<file path="src/hdl/esp_defines.svh">
/*
  Offsets, field positions, reset values and timing counts of the exposure-end
  and strobe line output block.
  Assumes a 200 MHz pclk and 32-bit APB word registers.
*/
`ifndef ESP_DEFINES_SVH
`define ESP_DEFINES_SVH

// ----------------------------------------------------------------------------
// timing
// ----------------------------------------------------------------------------
`define ESP_CLK_PERIOD_NS 5
`define ESP_STEP_NS 10000
`define ESP_STEP_CYC (`ESP_STEP_NS / `ESP_CLK_PERIOD_NS)
`define ESP_DELAY_MAX_US 1000
`define ESP_WIDTH_MIN_US 40
`define ESP_WIDTH_MAX_US 10000
`define ESP_WIDTH_DEF_US 5000
`define ESP_DELAY_MAX_STEPS (`ESP_DELAY_MAX_US * 1000 / `ESP_STEP_NS)
`define ESP_WIDTH_MIN_STEPS (`ESP_WIDTH_MIN_US * 1000 / `ESP_STEP_NS)
`define ESP_WIDTH_MAX_STEPS (`ESP_WIDTH_MAX_US * 1000 / `ESP_STEP_NS)
`define ESP_WIDTH_DEF_STEPS (`ESP_WIDTH_DEF_US * 1000 / `ESP_STEP_NS)
`define ESP_STEPS_W 10

// ----------------------------------------------------------------------------
// register map
// ----------------------------------------------------------------------------
`define ESP_OFF_CTRL 12'h000
`define ESP_OFF_NOCAM 12'h004
`define ESP_OFF_DELAY 12'h008
`define ESP_OFF_WIDTH 12'h00C
`define ESP_OFF_STATUS 12'h010
`define ESP_OFF_OVERLAP 12'h014
`define ESP_OFF_PCOUNT 12'h018
`define ESP_CTRL_SEL_BIT 0
`define ESP_CTRL_POL_BIT 1
`define ESP_STAT_CAM_LSB 0
`define ESP_STAT_BUSY_LSB 8
`define ESP_STAT_LINE_LSB 16
`define ESP_RST_DELAY 0
`define ESP_RST_NOCAM 0

`endif

</file>
<file path="src/hdl/esp_pkg.sv">
/*
  Types shared by the exposure-end and strobe line output block.
  Assumes nothing of its surroundings.
*/
package esp_pkg;
  typedef enum logic {
    ESP_SEL_STROBE,
    ESP_SEL_EXP_END
  } esp_sel_e;

  typedef enum logic [1:0] {
    ESP_ST_IDLE,
    ESP_ST_DELAY,
    ESP_ST_ACTIVE
  } esp_state_e;
endpackage

</file>
<file path="src/hdl/esp_tmr_if.sv">
/*
  Carrier between a line sequencer and its 10 us step timer.
  Assumes both ends run on the same clock.
*/
`timescale 1ns/1ps
`default_nettype none
interface esp_tmr_if #(
  parameter int STEPS_W = 10
);
  logic load;
  logic [STEPS_W-1:0] steps;
  logic expired;

  modport fsm (output load, output steps, input expired);
  modport tmr (input load, input steps, output expired);
endinterface
`default_nettype wire

</file>
<file path="src/hdl/esp_top.sv">
/*
  Line output block: each camera connector line carries either the gated strobe
  trigger or a timed exposure-end pulse, configured over APB.
  Assumes exposure_done and strobe_req are synchronous to pclk, one bit per
  physical connector line.
*/
// The address map and the APB slave port were decided locally.
// Function
// RULE1 - one common select: strobe or exposure-end
// RULE2 - exposure-end delay 0..1000 us, 10 us steps
// RULE3 - exposure-end width 40..10000 us, default 5000
// RULE4 - polarity: positive rises, negative falls
// RULE5 - no-camera option lets strobe reach empty lines
// RULE6 - every HDR image gets its own pulse
// RULE7 - every live frame gets its own pulse
// RULE8 - select common to lines, no-camera per line
// RULE9 - lines follow connector number, up to 8
// RULE10 - small variant has only lines 0..3
// RULE11 - controller waits for pulse end before next capture
// RULE12 - overlapping exposure end is ignored, pulse completes
`timescale 1ns/1ps
`default_nettype none
`include "esp_defines.svh"
module esp_top
  import esp_pkg::*;
#(
  parameter int NUM_LINES = 8,
  parameter int STEP_CYC = `ESP_STEP_CYC
) (
  input wire logic pclk,
  input wire logic presetn,
  input wire logic [11:0] paddr,
  input wire logic psel,
  input wire logic penable,
  input wire logic pwrite,
  input wire logic [31:0] pwdata,
  input wire logic [3:0] pstrb,
  output logic [31:0] prdata,
  output logic pready,
  output logic pslverr,
  input wire logic [NUM_LINES-1:0] exposure_done,
  input wire logic [NUM_LINES-1:0] strobe_req,
  input wire logic [NUM_LINES-1:0] camera_present,
  output logic [NUM_LINES-1:0] line_out
);
  localparam int SW = `ESP_STEPS_W;

  // --------------------------------------------------------------------------
  // helpers
  // --------------------------------------------------------------------------
  function automatic logic [31:0] merge_lanes(input logic [31:0] old_v,
                                              input logic [31:0] new_v,
                                              input logic [3:0] strb);
    logic [31:0] m;
    m = {{8{strb[3]}}, {8{strb[2]}}, {8{strb[1]}}, {8{strb[0]}}};
    return (old_v & ~m) | (new_v & m);
  endfunction

  // out-of-range settings saturate rather than wrap, so a bad write
  // never yields a zero-width or very long pulse
  function automatic logic [SW-1:0] clamp_steps(input logic [31:0] v,
                                                input logic [31:0] lo,
                                                input logic [31:0] hi);
    logic [31:0] r;
    r = v;
    if (v < lo) begin
      r = lo;
    end else if (v > hi) begin
      r = hi;
    end
    return r[SW-1:0];
  endfunction

  function automatic logic [15:0] count_ones(input logic [NUM_LINES-1:0] v);
    logic [15:0] n;
    n = '0;
    for (int i = 0; i < NUM_LINES; i++) begin
      n = n + 16'(v[i]);
    end
    return n;
  endfunction

  // --------------------------------------------------------------------------
  // apb slave: one wait state, read data registered
  // --------------------------------------------------------------------------
  logic ack_r;
  logic [31:0] prdata_r;
  logic access;
  logic wr_en;
  logic addr_ok;
  logic [31:0] rd_mux;

  esp_sel_e sel_r;
  logic pol_neg_r;
  logic [NUM_LINES-1:0] nocam_r;
  logic [SW-1:0] delay_r;
  logic [SW-1:0] width_r;
  logic [NUM_LINES-1:0] overlap_r;
  logic [15:0] pcount_r;
  logic [NUM_LINES-1:0] active;
  logic [NUM_LINES-1:0] busy;
  logic [NUM_LINES-1:0] dropped;
  logic [NUM_LINES-1:0] issued;
  logic [NUM_LINES-1:0] strobe_gated;
  logic [NUM_LINES-1:0] exposure_end_out;
  logic [NUM_LINES-1:0] strobe_trigger_out;
  logic [NUM_LINES-1:0] line_out_r;

  assign access = psel && penable;
  assign wr_en = access && ack_r && pwrite;
  assign pready = ack_r;
  assign prdata = prdata_r;
  assign pslverr = ack_r && !addr_ok;

  always_comb begin
    addr_ok = 1'b1;
    unique case (paddr)
      `ESP_OFF_CTRL, `ESP_OFF_NOCAM, `ESP_OFF_DELAY, `ESP_OFF_WIDTH,
      `ESP_OFF_STATUS, `ESP_OFF_OVERLAP, `ESP_OFF_PCOUNT: addr_ok = 1'b1;
      default: addr_ok = 1'b0;
    endcase
  end

  always_comb begin
    rd_mux = '0;
    unique case (paddr)
      `ESP_OFF_CTRL: begin
        rd_mux[`ESP_CTRL_SEL_BIT] = (sel_r == ESP_SEL_EXP_END);
        rd_mux[`ESP_CTRL_POL_BIT] = pol_neg_r;
      end
      `ESP_OFF_NOCAM: rd_mux = 32'(nocam_r);
      `ESP_OFF_DELAY: rd_mux = 32'(delay_r);
      `ESP_OFF_WIDTH: rd_mux = 32'(width_r);
      `ESP_OFF_STATUS: begin
        rd_mux[`ESP_STAT_CAM_LSB +: 8] = 8'(camera_present);
        rd_mux[`ESP_STAT_BUSY_LSB +: 8] = 8'(busy);
        rd_mux[`ESP_STAT_LINE_LSB +: 8] = 8'(line_out_r);
      end
      `ESP_OFF_OVERLAP: rd_mux = 32'(overlap_r);
      `ESP_OFF_PCOUNT: rd_mux = 32'(pcount_r);
      default: rd_mux = '0;
    endcase
  end

  always_ff @(posedge pclk or negedge presetn) begin
    if (!presetn) begin
      ack_r <= 1'b0;
    end else begin
      ack_r <= access && !ack_r;
    end
  end

  always_ff @(posedge pclk or negedge presetn) begin
    if (!presetn) begin
      prdata_r <= '0;
    end else if (access && !ack_r) begin
      prdata_r <= pwrite ? 32'h0000_0000 : rd_mux;
    end
  end

  // --------------------------------------------------------------------------
  // configuration registers
  // --------------------------------------------------------------------------
  always_ff @(posedge pclk or negedge presetn) begin
    if (!presetn) begin
      sel_r <= ESP_SEL_STROBE;
      pol_neg_r <= 1'b0;
    end else if (wr_en && paddr == `ESP_OFF_CTRL && pstrb[0]) begin
      // a single select serves every line, so the two signals exclude
      // each other by construction
      sel_r <= pwdata[`ESP_CTRL_SEL_BIT] ? ESP_SEL_EXP_END : ESP_SEL_STROBE; // RULE1 RULE8
      pol_neg_r <= pwdata[`ESP_CTRL_POL_BIT]; // RULE4
    end
  end

  always_ff @(posedge pclk or negedge presetn) begin
    if (!presetn) begin
      nocam_r <= NUM_LINES'(`ESP_RST_NOCAM);
    end else if (wr_en && paddr == `ESP_OFF_NOCAM) begin
      // one bit per line, only as many lines as the variant has
      nocam_r <= NUM_LINES'(merge_lanes(32'(nocam_r), pwdata, pstrb)); // RULE8 RULE10
    end
  end

  always_ff @(posedge pclk or negedge presetn) begin
    if (!presetn) begin
      delay_r <= SW'(`ESP_RST_DELAY);
    end else if (wr_en && paddr == `ESP_OFF_DELAY) begin
      delay_r <= clamp_steps(merge_lanes(32'(delay_r), pwdata, pstrb),
                             32'd0, 32'(`ESP_DELAY_MAX_STEPS)); // RULE2
    end
  end

  always_ff @(posedge pclk or negedge presetn) begin
    if (!presetn) begin
      width_r <= SW'(`ESP_WIDTH_DEF_STEPS);
    end else if (wr_en && paddr == `ESP_OFF_WIDTH) begin
      width_r <= clamp_steps(merge_lanes(32'(width_r), pwdata, pstrb),
                             32'(`ESP_WIDTH_MIN_STEPS), 32'(`ESP_WIDTH_MAX_STEPS)); // RULE3
    end
  end

  // --------------------------------------------------------------------------
  // per-line sequencers, indexed by physical connector
  // --------------------------------------------------------------------------
  // each exposure_done pulse (each HDR sub-image, each live frame) starts
  // its own pulse; the capture side is expected to leave room between
  // them, otherwise the overlapping one is dropped and flagged in overlap_r
  for (genvar i = 0; i < NUM_LINES; i++) begin : g_line // RULE9
    esp_tmr_if #(.STEPS_W(SW)) tif ();

    esp_step_timer #(
      .STEP_CYC(STEP_CYC)
    ) u_tmr (
      .pclk(pclk),
      .presetn(presetn),
      .tif(tif.tmr)
    );

    esp_line_fsm #(
      .STEPS_W(SW)
    ) u_fsm (
      .pclk(pclk),
      .presetn(presetn),
      .exp_enable(sel_r == ESP_SEL_EXP_END),
      .event_in(exposure_done[i]), // RULE6 RULE7 RULE11
      .delay_steps(delay_r),
      .width_steps(width_r),
      .active(active[i]),
      .busy(busy[i]),
      .dropped(dropped[i]),
      .issued(issued[i]),
      .tif(tif.fsm)
    );
  end

  // --------------------------------------------------------------------------
  // event bookkeeping
  // --------------------------------------------------------------------------
  // write-one-to-clear; a drop in the clearing cycle stays recorded
  always_ff @(posedge pclk or negedge presetn) begin
    if (!presetn) begin
      overlap_r <= '0;
    end else if (wr_en && paddr == `ESP_OFF_OVERLAP) begin
      overlap_r <= (overlap_r & ~NUM_LINES'(pwdata & {{8{pstrb[3]}}, {8{pstrb[2]}},
                   {8{pstrb[1]}}, {8{pstrb[0]}}})) | dropped; // RULE12
    end else begin
      overlap_r <= overlap_r | dropped; // RULE12
    end
  end

  // wraps silently; software takes differences
  always_ff @(posedge pclk or negedge presetn) begin
    if (!presetn) begin
      pcount_r <= '0;
    end else begin
      pcount_r <= pcount_r + count_ones(issued); // RULE6 RULE7
    end
  end

  // --------------------------------------------------------------------------
  // line drivers
  // --------------------------------------------------------------------------
  assign strobe_gated = strobe_req & (camera_present | nocam_r); // RULE5
  assign strobe_trigger_out = strobe_gated;
  assign exposure_end_out = active ^ {NUM_LINES{pol_neg_r}}; // RULE4

  always_ff @(posedge pclk or negedge presetn) begin
    if (!presetn) begin
      line_out_r <= '0;
    end else if (sel_r == ESP_SEL_EXP_END) begin
      line_out_r <= exposure_end_out; // RULE1
    end else begin
      line_out_r <= strobe_trigger_out; // RULE1 RULE5
    end
  end

  assign line_out = line_out_r;
endmodule
`default_nettype wire

</file>
<file path="src/hdl/esp_step_timer.sv">
/*
  Step timer: counts a loaded number of 10 us steps exactly, in pclk cycles.
  Assumes load is a one-cycle strobe; a load restarts the count at once.
*/
`timescale 1ns/1ps
`default_nettype none
module esp_step_timer #(
  parameter int STEP_CYC = 2000
) (
  input wire logic pclk,
  input wire logic presetn,
  esp_tmr_if.tmr tif
);
  localparam int PW = $clog2(STEP_CYC);
  localparam logic [PW-1:0] PRE_TOP = PW'(STEP_CYC - 1);

  logic [$bits(tif.steps)-1:0] cnt_r;
  logic [PW-1:0] pre_r;
  logic busy_r;

  // the last cycle of the last step
  assign tif.expired = busy_r && (pre_r == '0) && (cnt_r == 1);

  always_ff @(posedge pclk or negedge presetn) begin
    if (!presetn) begin
      busy_r <= 1'b0;
      cnt_r <= '0;
      pre_r <= '0;
    end else if (tif.load) begin
      busy_r <= (tif.steps != '0);
      cnt_r <= tif.steps;
      pre_r <= PRE_TOP;
    end else if (busy_r) begin
      if (pre_r == '0) begin
        pre_r <= PRE_TOP;
        if (cnt_r == 1) begin
          busy_r <= 1'b0;
        end else begin
          cnt_r <= cnt_r - 1'b1;
        end
      end else begin
        pre_r <= pre_r - 1'b1;
      end
    end
  end
endmodule
`default_nettype wire

</file>
<file path="src/hdl/esp_line_fsm.sv">
/*
  Exposure-end pulse sequencer for one output line: delay, then active width.
  Assumes event_in is a one-cycle pulse per finished exposure.
*/
`timescale 1ns/1ps
`default_nettype none
module esp_line_fsm
  import esp_pkg::*;
#(
  parameter int STEPS_W = 10
) (
  input wire logic pclk,
  input wire logic presetn,
  input wire logic exp_enable,
  input wire logic event_in,
  input wire logic [STEPS_W-1:0] delay_steps,
  input wire logic [STEPS_W-1:0] width_steps,
  output logic active,
  output logic busy,
  output logic dropped,
  output logic issued,
  esp_tmr_if.fsm tif
);
  esp_state_e state_r;
  logic [STEPS_W-1:0] width_hold_r;
  logic take;

  assign take = event_in && exp_enable && (state_r == ESP_ST_IDLE);
  assign active = (state_r == ESP_ST_ACTIVE);
  assign busy = (state_r != ESP_ST_IDLE);
  // a pending or running pulse finishes unchanged
  assign dropped = event_in && exp_enable && busy; // RULE12
  assign issued = (take && delay_steps == '0) ||
                  (state_r == ESP_ST_DELAY && tif.expired);

  always_comb begin
    tif.load = 1'b0;
    tif.steps = width_hold_r;
    if (take) begin
      tif.load = 1'b1;
      tif.steps = (delay_steps == '0) ? width_steps : delay_steps; // RULE2
    end else if (state_r == ESP_ST_DELAY && tif.expired) begin
      tif.load = 1'b1; // RULE3
    end
  end

  always_ff @(posedge pclk or negedge presetn) begin
    if (!presetn) begin
      width_hold_r <= '0;
    end else if (take) begin
      width_hold_r <= width_steps;
    end
  end

  always_ff @(posedge pclk or negedge presetn) begin
    if (!presetn) begin
      state_r <= ESP_ST_IDLE;
    end else begin
      unique case (state_r)
        ESP_ST_IDLE: begin
          if (take) begin
            state_r <= (delay_steps == '0) ? ESP_ST_ACTIVE : ESP_ST_DELAY;
          end
        end
        ESP_ST_DELAY: begin
          if (tif.expired) begin
            state_r <= ESP_ST_ACTIVE;
          end
        end
        ESP_ST_ACTIVE: begin
          if (tif.expired) begin
            state_r <= ESP_ST_IDLE;
          end
        end
        default: begin
          state_r <= ESP_ST_IDLE;
        end
      endcase
    end
  end
endmodule
`default_nettype wire

</file>
<file path="config.mk">
export PLATFORM = sky130hd
export DESIGN_NAME = esp_top
export DESIGN_NICKNAME = d
export VERILOG_FILES = /design/src/hdl/esp_pkg.sv /design/src/hdl/esp_tmr_if.sv /design/src/hdl/esp_top.sv /design/src/hdl/esp_step_timer.sv /design/src/hdl/esp_line_fsm.sv
export VERILOG_INCLUDE_DIRS = /design/src /design/src/hdl
export SDC_FILE = /design/constraint.sdc
export NUM_CORES = 1
export LEC_CHECK = 0
export ABC_AREA = 0
export BUFFER_PORTS_ARGS = -buffer_cell sky130_fd_sc_hd__buf_4
export CORE_AREA = 5 5 194 196
export DETAILED_ROUTE_END_ITERATION = 8
export DIE_AREA = 0 0 199 201
export PLACE_DENSITY = 0.78
export SKIP_LAST_GASP = 1
export SLEW_MARGIN = 30
export SYNTH_ARGS = -nofsm -noshare
export SYNTH_HDL_FRONTEND = slang
export SYNTH_HIERARCHICAL = 1
export SYNTH_SLANG_ARGS = --single-unit
</file>
<file path="constraint.sdc">
create_clock -name pclk -period 6.5 [get_ports pclk]
set_input_delay 0.325 -clock pclk [delete_from_list [all_inputs] [get_ports pclk]]
set_output_delay 0.325 -clock pclk [all_outputs]
set_load 0.02 [all_outputs]
</file>
==> metrics.csv, run 1 <==
stage,metric,value,unit
global_routing,antenna_found_initial,0,
clocking,clkTransAtPathRegs,0.06,ns
synthesis,number_of_synthesized_register_bits,359,
setup_path,crit_path_end_kind,register,
clocking,insertion_delay,0.57,ns
clocking,clockRootBuffer,sky130_fd_sc_hd__clkbuf_16,
clocking,htree_num_levels,2,
clocking,cts-resized-gates,0,
sta,fin_ws,1.19,ns
sta,clock-skew-final,0.0150,ns
global_routing,gr-total-overflow,0,
sta,rsz_0062_raised_after_global_routing,no,
global_routing,grt.total_usage,29.2,%
setup_path,worst-path-max-fanout,7,
synthesis,async_reset_ff_share,100,%
hold_path,hold_class,input pin to register,
floorplanning,core-area,35900,sq um
clocking,cts.sink_count,359,
route,remaining_drc_errors,0,
power_and_ir_drop,leakage,10.9,nW
finish,design_area,24200,sq um
placed_design,placement.io_buffers,110,
placed_design,placed_area,22700,sq um
route,route.antenna.remaining_nets,0,
finish,nNetsFinal,2571,
finish,layout_cell_share_with_drive_strength_beyond_1,16.8,%
route,route.detailed.wl_per_inst,19.9,um
route,vias,19100,
sta,slew_violations,0,
finish,antennaDiodeCount,0,
route,drtIter0Drc,1602,
sta,period_share,81.6,%
floorplanning,die_y,201,um
synthesis,synth_area,21700,sq um
run_status,status,"finished, final reports clean",
clocking,cts_post_setup_buffers_inserted,0,
clocking,cts_inserted_buffers,42,
power_and_ir_drop,power.ir.vdd_worst,0.000200,V
route,dr.pass1.iters,6,
setup_path,start_kind,register,
placed_design,detailedPlacementHpwl,40.5,mm
sta,finalHoldViolations,0,
route,routed_wl,58.9,mm
clocking,tritoncts,built,
synthesis,synth_area_per_cell,9.13,sq um
sta,min_period,5.31,ns
sta,slew_worst_pin,0.858,ns
placed_design,dp_worst_setup_slack,1.30,ns
synthesis,synth_warn,6,
floorplanning,die_w,199,um
run,maxCapViolCount,0,
global_routing,grt_max_degree,154,
clocking,clock_tree.buffer_depth,3,
sta,clock.fmax,188,MHz
global_routing,grt_pass1_vias,18600,
setup_path,path_class,register to register,
clocking,post_cts_hold_buffer_count,3,
placed_design,placer_s_final_routability_congestion_estimate,0.937,
floorplanning,initial_utilization,60.5,%
finish,filler_cell_count,2863,
floorplanning,boundaryPins,119,
sta,timing.final.setup_violations,0,
setup_path,arrival,5.76,ns
sta,setup-tns-final,0,ns
synthesis,netlist-cell-type-count,82,
setup_path,critical_path_required,6.95,ns
synthesis,synth_ff_type,sky130_fd_sc_hd__dfrtp_1,
floorplanning,placement_rows,70,
sta,slew_headroom,42.8,%
global_routing,wire_length_of_the_first_global_routing_pass,96.7,mm
synthesis,synth_enable_flop_cells,0,
synthesis,ys_seq_area_share,41.4,%
power_and_ir_drop,powerDensity,202,nW/um^2
synthesis,mapped_cells,2379,
route,viasPerCell,6.47,
finish,final_common_cell,sky130_fd_sc_hd__nand2_1,
finish,final_cell_mix,"472 x sky130_fd_sc_hd__nand2_1, 353 x sky130_fd_sc_hd__dfrtp_1, 175 x sky130_fd_sc_hd__nor2_1, 117 x sky130_fd_sc_hd__buf_4, 92 x sky130_fd_sc_hd__inv_1",
finish,area_delta_synth_final,11.3,%
floorplanning,die_area,40000,sq um
[worst max-delay path: stages (launching register included)]
cell	delay, ns
sky130_fd_sc_hd__dfrtp_1	0.45
sky130_fd_sc_hd__nor4_1	0.62
sky130_fd_sc_hd__nand3_1	0.24
sky130_fd_sc_hd__nor3_1	0.38
sky130_fd_sc_hd__nand3b_1	0.21
sky130_fd_sc_hd__o21ai_2	0.12
sky130_fd_sc_hd__fa_1	0.52
sky130_fd_sc_hd__inv_1	0.11
sky130_fd_sc_hd__fa_1	0.42
sky130_fd_sc_hd__fa_1	0.46
sky130_fd_sc_hd__fa_1	0.40
sky130_fd_sc_hd__inv_1	0.09
sky130_fd_sc_hd__fa_1	0.20
sky130_fd_sc_hd__a21o_1	0.13
sky130_fd_sc_hd__a21oi_1	0.12
sky130_fd_sc_hd__nor3b_1	0.42
sky130_fd_sc_hd__nand3_1	0.16
sky130_fd_sc_hd__xnor2_1	0.15
[cell families (layout without fill, tap and decap cells)]
| logic type | Yosys count | after routing | synth area share, % |
|---|---|---|---|
| buffers and inverters | 195 | 292 | 4.23 |
| AOI/OAI and AO/OA | 484 | 484 | 17.2 |
| adders and majority gates | 43 | 43 | 2.65 |
| and+or+nand+nor | 1217 | 1217 | 31.1 |
| xor gates and xnor gates | 61 | 61 | 2.46 |
| DFF | 359 | 359 | 41.4 |
| muxes | 19 | 19 | 0.945 |
| other | 1 | 8 | 0.0173 |
[where the power goes]
group / switching [mW] / internal [mW] / total [mW] / leakage [nW]
clock network: 0.952 / 1.50 / 2.46 / 0.713
logic: 0.114 / 0.0570 / 0.171 / 5.70
registers: 0.00493 / 2.24 / 2.25 / 4.52
[routing by layer]
metal	global-route usage [%]	share of wire, %	wire (um)
met1	39.0	40	23700
met2	47.4	48	28400
met3	5.56	7.3	4320
met4	11.0	4.3	2510
met5	0	0	0
[path summary, 6_finish.rpt]
| path | startpoint | endpoint | slack (ns) | cells past startpoint |
|---|---|---|---|---|
| min reg2reg | g_line[6].u_fsm/width_hold_r[9] | g_line[6].u_fsm/width_hold_r[9] | 0.48 | 2 |
| max in group asynchronous | presetn | g_line[6].u_tmr/cnt_r[0] | 5.04 | 3 |
| min in group asynchronous | presetn | g_line[0].u_tmr/pre_r[7] | 0.28 | 2 |
| max reg2reg | g_line[0].u_tmr/cnt_r[2] | pcount_r[12] | 1.19 | 17 |
| min | strobe_req[3] | line_out[3] | 0.03 | 3 |
| max | g_line[0].u_tmr/cnt_r[2] | pcount_r[12] | 1.19 | 17 |
[final cells by class]
cell class	instances	area [sq um]	share of cell area, %
clock inverters	12	144	0.595
flip-flops and latches	359	8990	37.2
well taps	468	586	2.42
clock buffers	64	1310	5.41
multi-input cells	1832	11800	49.0
repair buffers	124	966	4.00
inverters	92	345	1.43
[Yosys cell counts (16+ instances only)]
cell type | number | share of area, %
sky130_fd_sc_hd__a21oi_1 | 34 | 0.78
sky130_fd_sc_hd__a31oi_1 | 74 | 2.1
sky130_fd_sc_hd__and3_1 | 31 | 0.89
sky130_fd_sc_hd__buf_2 | 29 | 0.67
sky130_fd_sc_hd__buf_4 | 20 | 0.69
sky130_fd_sc_hd__clkbuf_1 | 43 | 0.74
sky130_fd_sc_hd__dfrtp_1 | 353 | 41
sky130_fd_sc_hd__ha_1 | 38 | 2.2
sky130_fd_sc_hd__inv_1 | 92 | 1.6
sky130_fd_sc_hd__nand2_1 | 472 | 8.2
sky130_fd_sc_hd__nand2b_1 | 27 | 0.78
sky130_fd_sc_hd__nand3_1 | 80 | 1.8
sky130_fd_sc_hd__nand4_1 | 38 | 1.1
sky130_fd_sc_hd__nor2_1 | 175 | 3.0
sky130_fd_sc_hd__nor3_1 | 33 | 0.76
sky130_fd_sc_hd__nor3b_1 | 19 | 0.66
sky130_fd_sc_hd__nor4_1 | 68 | 2.0
sky130_fd_sc_hd__nor4_4 | 18 | 1.8
sky130_fd_sc_hd__o211ai_1 | 19 | 0.66
sky130_fd_sc_hd__o211ai_2 | 72 | 4.1
sky130_fd_sc_hd__o21ai_0 | 89 | 2.1
sky130_fd_sc_hd__o31ai_1 | 61 | 2.1
sky130_fd_sc_hd__or2_2 | 19 | 0.55
sky130_fd_sc_hd__or3_1 | 32 | 0.92
sky130_fd_sc_hd__or4_1 | 61 | 2.1
sky130_fd_sc_hd__or4_2 | 16 | 0.65
sky130_fd_sc_hd__xnor2_1 | 50 | 2.0
[metrics by stage]
stage	total power [mW]	instances	hold slack (ns)	utilization, %
6_report	4.87	2951	0.0297	67.3
3_5_place_dp	2.46	2872	0.283	63.2
3_3_place_gp	2.46	2872	0.278	63.2
4_1_cts	4.91	2951	0.00732	67.3
5_1_grt	5.03	2951	0.0285	67.3
2_1_floorplan	2.34	2386	0.0294	-
[flip-flops by register name (all words and copies together) (netlist names), named ones only]
register	count
width_r	10
sel_r	1
overlap_r	8
prdata	24
pready	1
delay_r	10
g_line.u_tmr/pre_r	88
g_line.u_fsm/width_hold_r	80
line_out	8
g_line.u_fsm/state_r	16
pcount_r	16
g_line.u_tmr/cnt_r	80
g_line.u_tmr/busy_r	8
pol_neg_r	1
Power figures use the tool's default switching activity.
==> run 2, diff against run 1 <==
==> constraint.sdc (replaced) <==
create_clock -name pclk -period 5.4 [get_ports pclk]
set_input_delay 0.27 -clock pclk [delete_from_list [all_inputs] [get_ports pclk]]
set_output_delay 0.27 -clock pclk [all_outputs]
set_load 0.02 [all_outputs]
==> run 2 against run 1 <==
Net effect: combinational power rose by 29%; die area did not move; clock-buffer cell count fell by 1; maximum frequency rose by 3.6%; sequential cell count did not move; non-clock buffer count rose by 28; sequential share of layout area fell by 0.36 points; total power rose by 19%; hold slack got worse by 0.0067 ns; critical path depth did not move; setup slack got worse by 0.91 ns; global-route usage rose by 0.81 points; highest routed layer is now met5.
==> metrics.csv, run 2 (synthesized netlist as in run 1, its figures left out) <==
stage,metric,value,unit,change
finish,reg_top3,"g_line.u_tmr/pre_r x88, g_line.u_fsm/width_hold_r x80, g_line.u_tmr/cnt_r x80",,
run,maxCapViolCount,0,,unchanged
route,routed_wl,60.9,mm,+3.5%
finish,filler_cell_count,2785,,-2.7%
floorplanning,placement_rows,70,,unchanged
global_routing,antenna_found_initial,2,,+2
floorplanning,die_w,199,um,unchanged
clocking,clock_tree.buffer_depth,3,,unchanged
finish,layout_cell_share_with_drive_strength_beyond_1,17.3,%,+0.48 points
finish,flip_flop_count_of_the_largest_register_all_copies_and_words_added,88,,unchanged
power_and_ir_drop,power.share.switching,22.5,%,+0.55 points
setup_path,start_kind,register,,
setup_path,arrival,5.60,ns,-0.16 ns
placed_design,detailedPlacementHpwl,41.0,mm,+1.3%
placed_design,placement.io_buffers,110,,unchanged
setup_path,path_class,register to register,,
power_and_ir_drop,fin_total_pwr,5.81,mW,+19%
sta,slew_worst_pin,1.00,ns,+0.145 ns
sta,clock.fmax,195,MHz,+3.6%
sta,timing.final.setup_violations,0,,unchanged
sta,clock-skew-final,0.0212,ns,+0.00627 ns
floorplanning,die_area,40000,sq um,unchanged
sta,finalHoldViolations,0,,unchanged
power_and_ir_drop,power.share.sequential,46.5,%,+0.4 points
sta,setup-tns-final,0,ns,unchanged
global_routing,grt_max_degree,115,,-25%
placed_design,placer_s_final_routability_congestion_estimate,0.914,,-2.5%
clocking,clkTransAtPathRegs,0.06,ns,about the same
floorplanning,boundaryPins,119,,unchanged
route,dr.pass1.iters,6,,unchanged
route,route.antenna.remaining_nets,0,,unchanged
clocking,cts.sink_count,359,,unchanged
sta,min_period,5.12,ns,-0.185 ns
power_and_ir_drop,p_clk_share,49.7,%,-0.7 points
finish,final_common_cell,sky130_fd_sc_hd__nand2_1,,
power_and_ir_drop,comb_power_share,3.8,%,+0.3 points
clocking,clockRootBuffer,sky130_fd_sc_hd__clkbuf_16,,
route,remaining_drc_errors,0,,unchanged
power_and_ir_drop,leakage,11.1,nW,+1.2%
clocking,htree_num_levels,2,,unchanged
route,viasPerCell,6.55,,+1.2%
global_routing,wire_length_of_the_first_global_routing_pass,98.8,mm,+2.1%
sta,rsz_0062_raised_after_global_routing,no,,
global_routing,grt_pass1_vias,19000,,+2.4%
power_and_ir_drop,power.ir.vdd_worst,0.000287,V,+43%
floorplanning,die_y,201,um,unchanged
run_status,status,"finished, final reports clean",,
clocking,cts_post_setup_buffers_inserted,0,,unchanged
power_and_ir_drop,p_int,4.50,mW,+18%
finish,antennaDiodeCount,0,,unchanged
clocking,tritoncts,built,,
route,drtIter0Drc,1617,,+0.94%
clocking,insertion_delay,0.57,ns,about the same
finish,final_cell_mix,"472 x sky130_fd_sc_hd__nand2_1, 353 x sky130_fd_sc_hd__dfrtp_1, 175 x sky130_fd_sc_hd__nor2_1, 132 x sky130_fd_sc_hd__buf_4, 92 x sky130_fd_sc_hd__inv_1",,
finish,nNetsFinal,2599,,+1.1%
hold_path,hold_class,input pin to register,,
power_and_ir_drop,powerDensity,238,nW/um^2,+18%
floorplanning,initial_utilization,60.5,%,unchanged
sta,slew_violations,0,,unchanged
clocking,cts_inserted_buffers,42,,unchanged
setup_path,crit_path_end_kind,register,,
global_routing,gr-total-overflow,0,,unchanged
finish,largest-register,g_line.u_tmr/pre_r,,
setup_path,worst-path-max-fanout,7,,unchanged
floorplanning,core-area,35900,sq um,unchanged
sta,slew_headroom,33.1,%,-9.7 points
sta,post_route_hold_slack,0.0230,ns,-0.00667 ns
setup_path,critical_path_required,5.88,ns,-1.07 ns
sta,period_share,94.8,%,+13 points
finish,area_delta_synth_final,12.4,%,
route,vias,19500,,+2.2%
global_routing,grt.total_usage,30.0,%,+0.81 points
power_and_ir_drop,p_switching,1.31,mW,+22%
route,route.detailed.wl_per_inst,20.4,um,+2.5%
==> run 2: changes by cell type in the layout (fill, tap and decap cells not counted), moves of 2 or more <==
cell / previous run / this run
sky130_fd_sc_hd__buf_6: 2 / 0
sky130_fd_sc_hd__clkinv_2: 6 / 9
sky130_fd_sc_hd__dlygate4sd3_1: 3 / 16
sky130_fd_sc_hd__clkbuf_1: 8 / 10
sky130_fd_sc_hd__buf_4: 117 / 132
sky130_fd_sc_hd__clkbuf_8: 11 / 8
==> run 2: stage by stage <==
step | worst slack (ns) | cells | cell area [sq um] | utilization, %
6_report | 0.280 | 2980 | 24400 | 68.0
2_1_floorplan | 0.886 | 2386 | 21700 | -
4_1_cts | 0.0275 | 2979 | 24400 | 67.8
3_5_place_dp | 0.146 | 2886 | 22800 | 63.5
3_3_place_gp | 0.371 | 2886 | 22800 | 63.5
5_1_grt | 0.0225 | 2980 | 24400 | 68.0
==> run 2: layout make-up <==
type	instances	area [sq um]	area share, %
Clock buffer	63	1270	5.22
Clock inverter	14	129	0.528
Inverter	92	345	1.41
Multi-Input combinational cell	1832	11900	48.6
Sequential cell	359	8990	36.8
Tap cell	468	586	2.40
Timing Repair Buffer	152	1230	5.05
==> run 2: layer usage <==
layer	GRT usage [%]	part of all wire, %	up-vias
met5	0	0.021	-
met4	11.5	4.1	2
met3	5.76	8.1	206
met2	49.3	49	823
met1	39.5	39	9510
li1	-	-	8964
==> run 2: what timing repair did <==
action                                 CTS  global route
resized for setup                        0             5
hold buffers                            16             0
endpoints found under the hold margin  121             0
setup endpoints to repair                0            11
==> run 2: power by group through the flow <==
stage | sequential (mW) | combinational (mW) | clock [mW]
after floorplan | 2.76 | 0.0593 | 0
after global placement | 2.75 | 0.205 | 0
after detailed placement | 2.75 | 0.208 | 0
after CTS | 2.70 | 0.218 | 2.94
after global routing | 2.70 | 0.239 | 3.05
final | 2.70 | 0.220 | 2.89
==> run 2: worst max-delay path: stages, from the launching register on <==
cell and delay (ns):
sky130_fd_sc_hd__dfrtp_1 0.44, sky130_fd_sc_hd__nor4_1 0.64, sky130_fd_sc_hd__nand3_1 0.31, sky130_fd_sc_hd__nor3_4 0.27, sky130_fd_sc_hd__nand3b_1 0.19, sky130_fd_sc_hd__o21ai_2 0.13, sky130_fd_sc_hd__fa_1 0.49, sky130_fd_sc_hd__inv_1 0.11
sky130_fd_sc_hd__fa_1 0.42, sky130_fd_sc_hd__fa_1 0.51, sky130_fd_sc_hd__fa_1 0.18, sky130_fd_sc_hd__inv_1 0.05, sky130_fd_sc_hd__fa_1 0.40, sky130_fd_sc_hd__a21o_1 0.18, sky130_fd_sc_hd__a21oi_1 0.32, sky130_fd_sc_hd__nor3b_2 0.13
sky130_fd_sc_hd__nand3_1 0.12, sky130_fd_sc_hd__xnor2_1 0.14
==> run 2: final timing paths <==
path,depth (start not counted),to,from,slack [ns]
worst max-delay path,17,pcount_r[12],g_line[0].u_tmr/cnt_r[2],0.28
worst min-delay path,3,line_out[1],camera_present[1],0.02
worst max register to register,17,pcount_r[12],g_line[0].u_tmr/cnt_r[2],0.28
worst min register to register,2,g_line[2].u_fsm/width_hold_r[9],g_line[2].u_fsm/width_hold_r[9],0.47
max in group asynchronous,4,g_line[3].u_tmr/pre_r[0],presetn,3.81
min in group asynchronous,2,g_line[0].u_tmr/pre_r[10],presetn,0.15
==> run 3, diff against run 2 <==
--- a/config.mk
+++ b/config.mk
@@ -12,6 +12,7 @@
 export DETAILED_ROUTE_END_ITERATION = 8
 export DIE_AREA = 0 0 199 201
 export PLACE_DENSITY = 0.78
+export SETUP_SLACK_MARGIN = 0.05
 export SKIP_LAST_GASP = 1
 export SLEW_MARGIN = 30
 export SYNTH_ARGS = -nofsm -noshare
==> constraint.sdc (replaced) <==
create_clock -name pclk -period 5.8 [get_ports pclk]
set_input_delay 0.29 -clock pclk [delete_from_list [all_inputs] [get_ports pclk]]
set_output_delay 0.29 -clock pclk [all_outputs]
set_load 0.02 [all_outputs]
==> run 3 against run 2 <==
Net effect: clock-buffer cell count down 2; sequential share of layout area up 0.38 points; sequential cell count unchanged; global-route usage down 0.56 points; cell area down 1.0%; total power down 8.2%; critical path depth up 2; final cell count down 0.84%; die area unchanged; highest routed layer unchanged.
==> metrics.csv, run 3 (synthesized netlist as in run 1, its figures left out) <==
stage,metric,value,unit,change
sta,timing.final.setup_violations,0,,unchanged
sta,min_period,5.42,ns,+0.304 ns
power_and_ir_drop,power.share.switching,21.8,%,-0.75 points
sta,setup-tns-final,0,ns,unchanged
sta,slew_violations,0,,unchanged
route,route.detailed.wl_per_inst,20.3,um,-0.90%
setup_path,critical-path-slowest-cell,sky130_fd_sc_hd__nor3_1,,
clocking,clockRootBuffer,sky130_fd_sc_hd__clkbuf_16,,
route,drtIter0Drc,1674,,+3.5%
setup_path,path_class,register to register,,
floorplanning,boundaryPins,119,,unchanged
hold_path,timing.hold.worst.start,strobe_req[6],,
floorplanning,die_y,201,um,unchanged
run,maxCapViolCount,0,,unchanged
floorplanning,placement_rows,70,,unchanged
clocking,tritoncts,built,,
finish,nNetsFinal,2579,,-0.77%
global_routing,wire_length_of_the_first_global_routing_pass,97.9,mm,-0.89%
power_and_ir_drop,p_clk_share,49.2,%,-0.5 points
setup_path,critical_path_required,6.22,ns,+0.34 ns
clocking,cts.sink_count,359,,unchanged
power_and_ir_drop,power.ir.vdd_worst,0.000199,V,-31%
route,maxUsedRoutingLayer,met5,,
sta,clock.fmax,184,MHz,-5.6%
global_routing,grt.total_usage,29.5,%,-0.56 points
sta,post_route_hold_slack,0.0233,ns,+0.000302 ns
setup_path,worst_path_most_repeated_cell,sky130_fd_sc_hd__fa_1,,
global_routing,grt_pass1_vias,19100,,+0.15%
floorplanning,initial_utilization,60.5,%,unchanged
global_routing,antenna_found_initial,2,,unchanged
setup_path,crit_path_end_kind,register,,
sta,period_share,93.5,%,-1.3 points
sta,clock-skew-final,0.0136,ns,-0.00760 ns
placed_design,placer_s_final_routability_congestion_estimate,0.896,,-1.9%
finish,layout_cell_share_with_drive_strength_beyond_1,16.8,%,-0.46 points
route,routedLengthMet1,24.2,mm,+1.3%
finish,area_delta_synth_final,11.3,%,
finish,final_cell_mix,"472 x sky130_fd_sc_hd__nand2_1, 353 x sky130_fd_sc_hd__dfrtp_1, 175 x sky130_fd_sc_hd__nor2_1, 126 x sky130_fd_sc_hd__buf_4, 92 x sky130_fd_sc_hd__inv_1",,
route,met3_length,4.04,mm,-18%
finish,flip_flop_count_of_the_largest_register_all_copies_and_words_added,88,,unchanged
finish,largest-register,g_line.u_tmr/pre_r,,
clocking,htree_num_levels,2,,unchanged
run_status,status,"finished, final reports clean",,
placed_design,placement.io_buffers,110,,unchanged
hold_path,hold_class,input pin to register,,
clocking,cts_post_setup_buffers_inserted,0,,unchanged
power_and_ir_drop,powerDensity,221,nW/um^2,-7.2%
setup_path,rr_startpoint,g_line[2].u_tmr/pre_r[0],,
sta,finalHoldViolations,0,,unchanged
setup_path,cpPeakStageDelay,0.51,ns,-0.13 ns
clocking,cts_inserted_buffers,41,,-2.4%
clocking,cts-resized-gates,0,,unchanged
setup_path,arrival,5.84,ns,+0.24 ns
route,dr.pass1.iters,6,,unchanged
setup_path,crit_path_cell_trace,inv_1 > ha_1 > nor4b_4 > nand3_1 > nor3_1 > nand3b_1 > o21ai_2 > fa_1 > inv_1 > fa_1 > fa_1 > fa_1 > inv_1 > fa_1 > a21o_1 > a21oi_1 > nor3b_1 > nand3_1 > xnor2_1,,
route,routed_wl,59.9,mm,-1.7%
power_and_ir_drop,power.share.sequential,47.2,%,+0.7 points
clocking,insertion_delay,0.54,ns,-0.03 ns
placed_design,detailedPlacementHpwl,41.1,mm,about the same
setup_path,rr_worst_depth,19,,+2
route,met2_wirelength,29.0,mm,-1.8%
power_and_ir_drop,leakage,10.9,nW,-1.1%
clocking,post_cts_hold_buffer_count,3,,-13
setup_path,rr_endpoint,pcount_r[12],,
route,route.antenna.remaining_nets,0,,unchanged
finish,reg_top3,"g_line.u_tmr/pre_r x88, g_line.u_fsm/width_hold_r x80, g_line.u_tmr/cnt_r x80",,
global_routing,grt_max_degree,177,,+54%
sta,fin_ws,0.375,ns,+0.0957 ns
clocking,clock_tree.buffer_depth,3,,unchanged
route,remaining_drc_errors,0,,unchanged
setup_path,r2r_setup_slack,0.38,ns,+0.10 ns
setup_path,start_kind,register,,
hold_path,worstHoldPathCells,3,,unchanged
power_and_ir_drop,comb_power_share,3.6,%,-0.2 points
setup_path,critical_path.top_delay_family,adder cells,,
floorplanning,die_w,199,um,unchanged
route,vias,19400,,-0.43%
global_routing,gr-total-overflow,0,,unchanged
clocking,clkTransAtPathRegs,0.06,ns,about the same
floorplanning,die_area,40000,sq um,unchanged
route,viasPerCell,6.57,,+0.42%
sta,rsz_0062_raised_after_global_routing,no,,
power_and_ir_drop,p_int,4.17,mW,-7.3%
setup_path,worst-path-max-fanout,7,,unchanged
placed_design,dp_worst_setup_slack,0.492,ns,+0.346 ns
sta,slew_worst_pin,0.964,ns,-0.0398 ns
finish,final_common_cell,sky130_fd_sc_hd__nand2_1,,
floorplanning,core-area,35900,sq um,unchanged
setup_path,timing.critical_path.buf_inv,3,,+1
power_and_ir_drop,p_switching,1.16,mW,-11%
sta,slew_headroom,35.8,%,+2.7 points
hold_path,min_delay_worst_endpoint,line_out[6],,
## run 3: cell types whose count changed in the layout (fill, tap and decap cells not counted), moves of 2 or more
cell	previous run	this run
sky130_fd_sc_hd__dlygate4sd3_1	16	3
sky130_fd_sc_hd__clkbuf_16	45	43
sky130_fd_sc_hd__clkinv_2	9	5
sky130_fd_sc_hd__buf_4	132	126
sky130_fd_sc_hd__nor3_1	31	33
sky130_fd_sc_hd__clkinvlp_4	2	0
## run 3: worst max-delay path by stage
stage                             start            to  slack [ns]  depth (start not counted)
2_1_floorplan  g_line[0].u_tmr/pre_r[0]  pcount_r[12]        1.29                         19
3_3_place_gp   g_line[0].u_tmr/pre_r[0]  pcount_r[14]        0.74                         19
3_5_place_dp   g_line[2].u_tmr/pre_r[0]  pcount_r[14]        0.49                         19
4_1_cts        g_line[2].u_tmr/pre_r[0]  pcount_r[12]        0.45                         19
5_1_grt        g_line[0].u_tmr/pre_r[4]  pcount_r[14]        0.11                         17
6_report       g_line[2].u_tmr/pre_r[0]  pcount_r[12]        0.38                         19
## run 3: per-layer routing
| metal | global-route usage, % | vias up |
|---|---|---|
| met2 | 48.5 | 740 |
| met4 | 11.4 | 2 |
| met1 | 39.3 | 9564 |
| met5 | 0 | - |
| li1 | - | 8920 |
| met3 | 4.53 | 196 |
## run 3: area by class of cell
type | count | area [sq um]
sequential | 359 | 8990
fill | 2879 | 11700
multi-input combinational | 1832 | 11800
clock inverter | 9 | 124
tap | 468 | 586
timing repair buffer | 133 | 1050
antenna | 1 | 2.50
clock buffer | 61 | 1230
inverter | 92 | 345
## run 3: worst min-delay path, stage by stage
cell	delay, ns
sky130_fd_sc_hd__buf_4	0.10
sky130_fd_sc_hd__o21ai_0	0.05
sky130_fd_sc_hd__o21ai_0	0.07
## run 3: stage by stage
| step | cells | cell area [sq um] | util (%) | power [mW] |
|---|---|---|---|---|
| after CTS | 2953 | 24100 | 67.2 | 5.38 |
| final | 2955 | 24200 | 67.3 | 5.34 |
| after floorplan | 2386 | 21700 | - | 2.63 |
| after global routing | 2954 | 24200 | 67.3 | 5.51 |
| after detailed placement | 2880 | 22700 | 63.3 | 2.75 |
| after global placement | 2880 | 22700 | 63.3 | 2.75 |
## run 3: power groups by stage
stage | Combinational (mW) | Clock [mW] | Sequential, mW
global placement | 0.188 | 0 | 2.56
floorplan | 0.0552 | 0 | 2.57
finish | 0.194 | 2.62 | 2.52
CTS | 0.193 | 2.67 | 2.52
global route | 0.213 | 2.78 | 2.52
detailed placement | 0.191 | 0 | 2.56
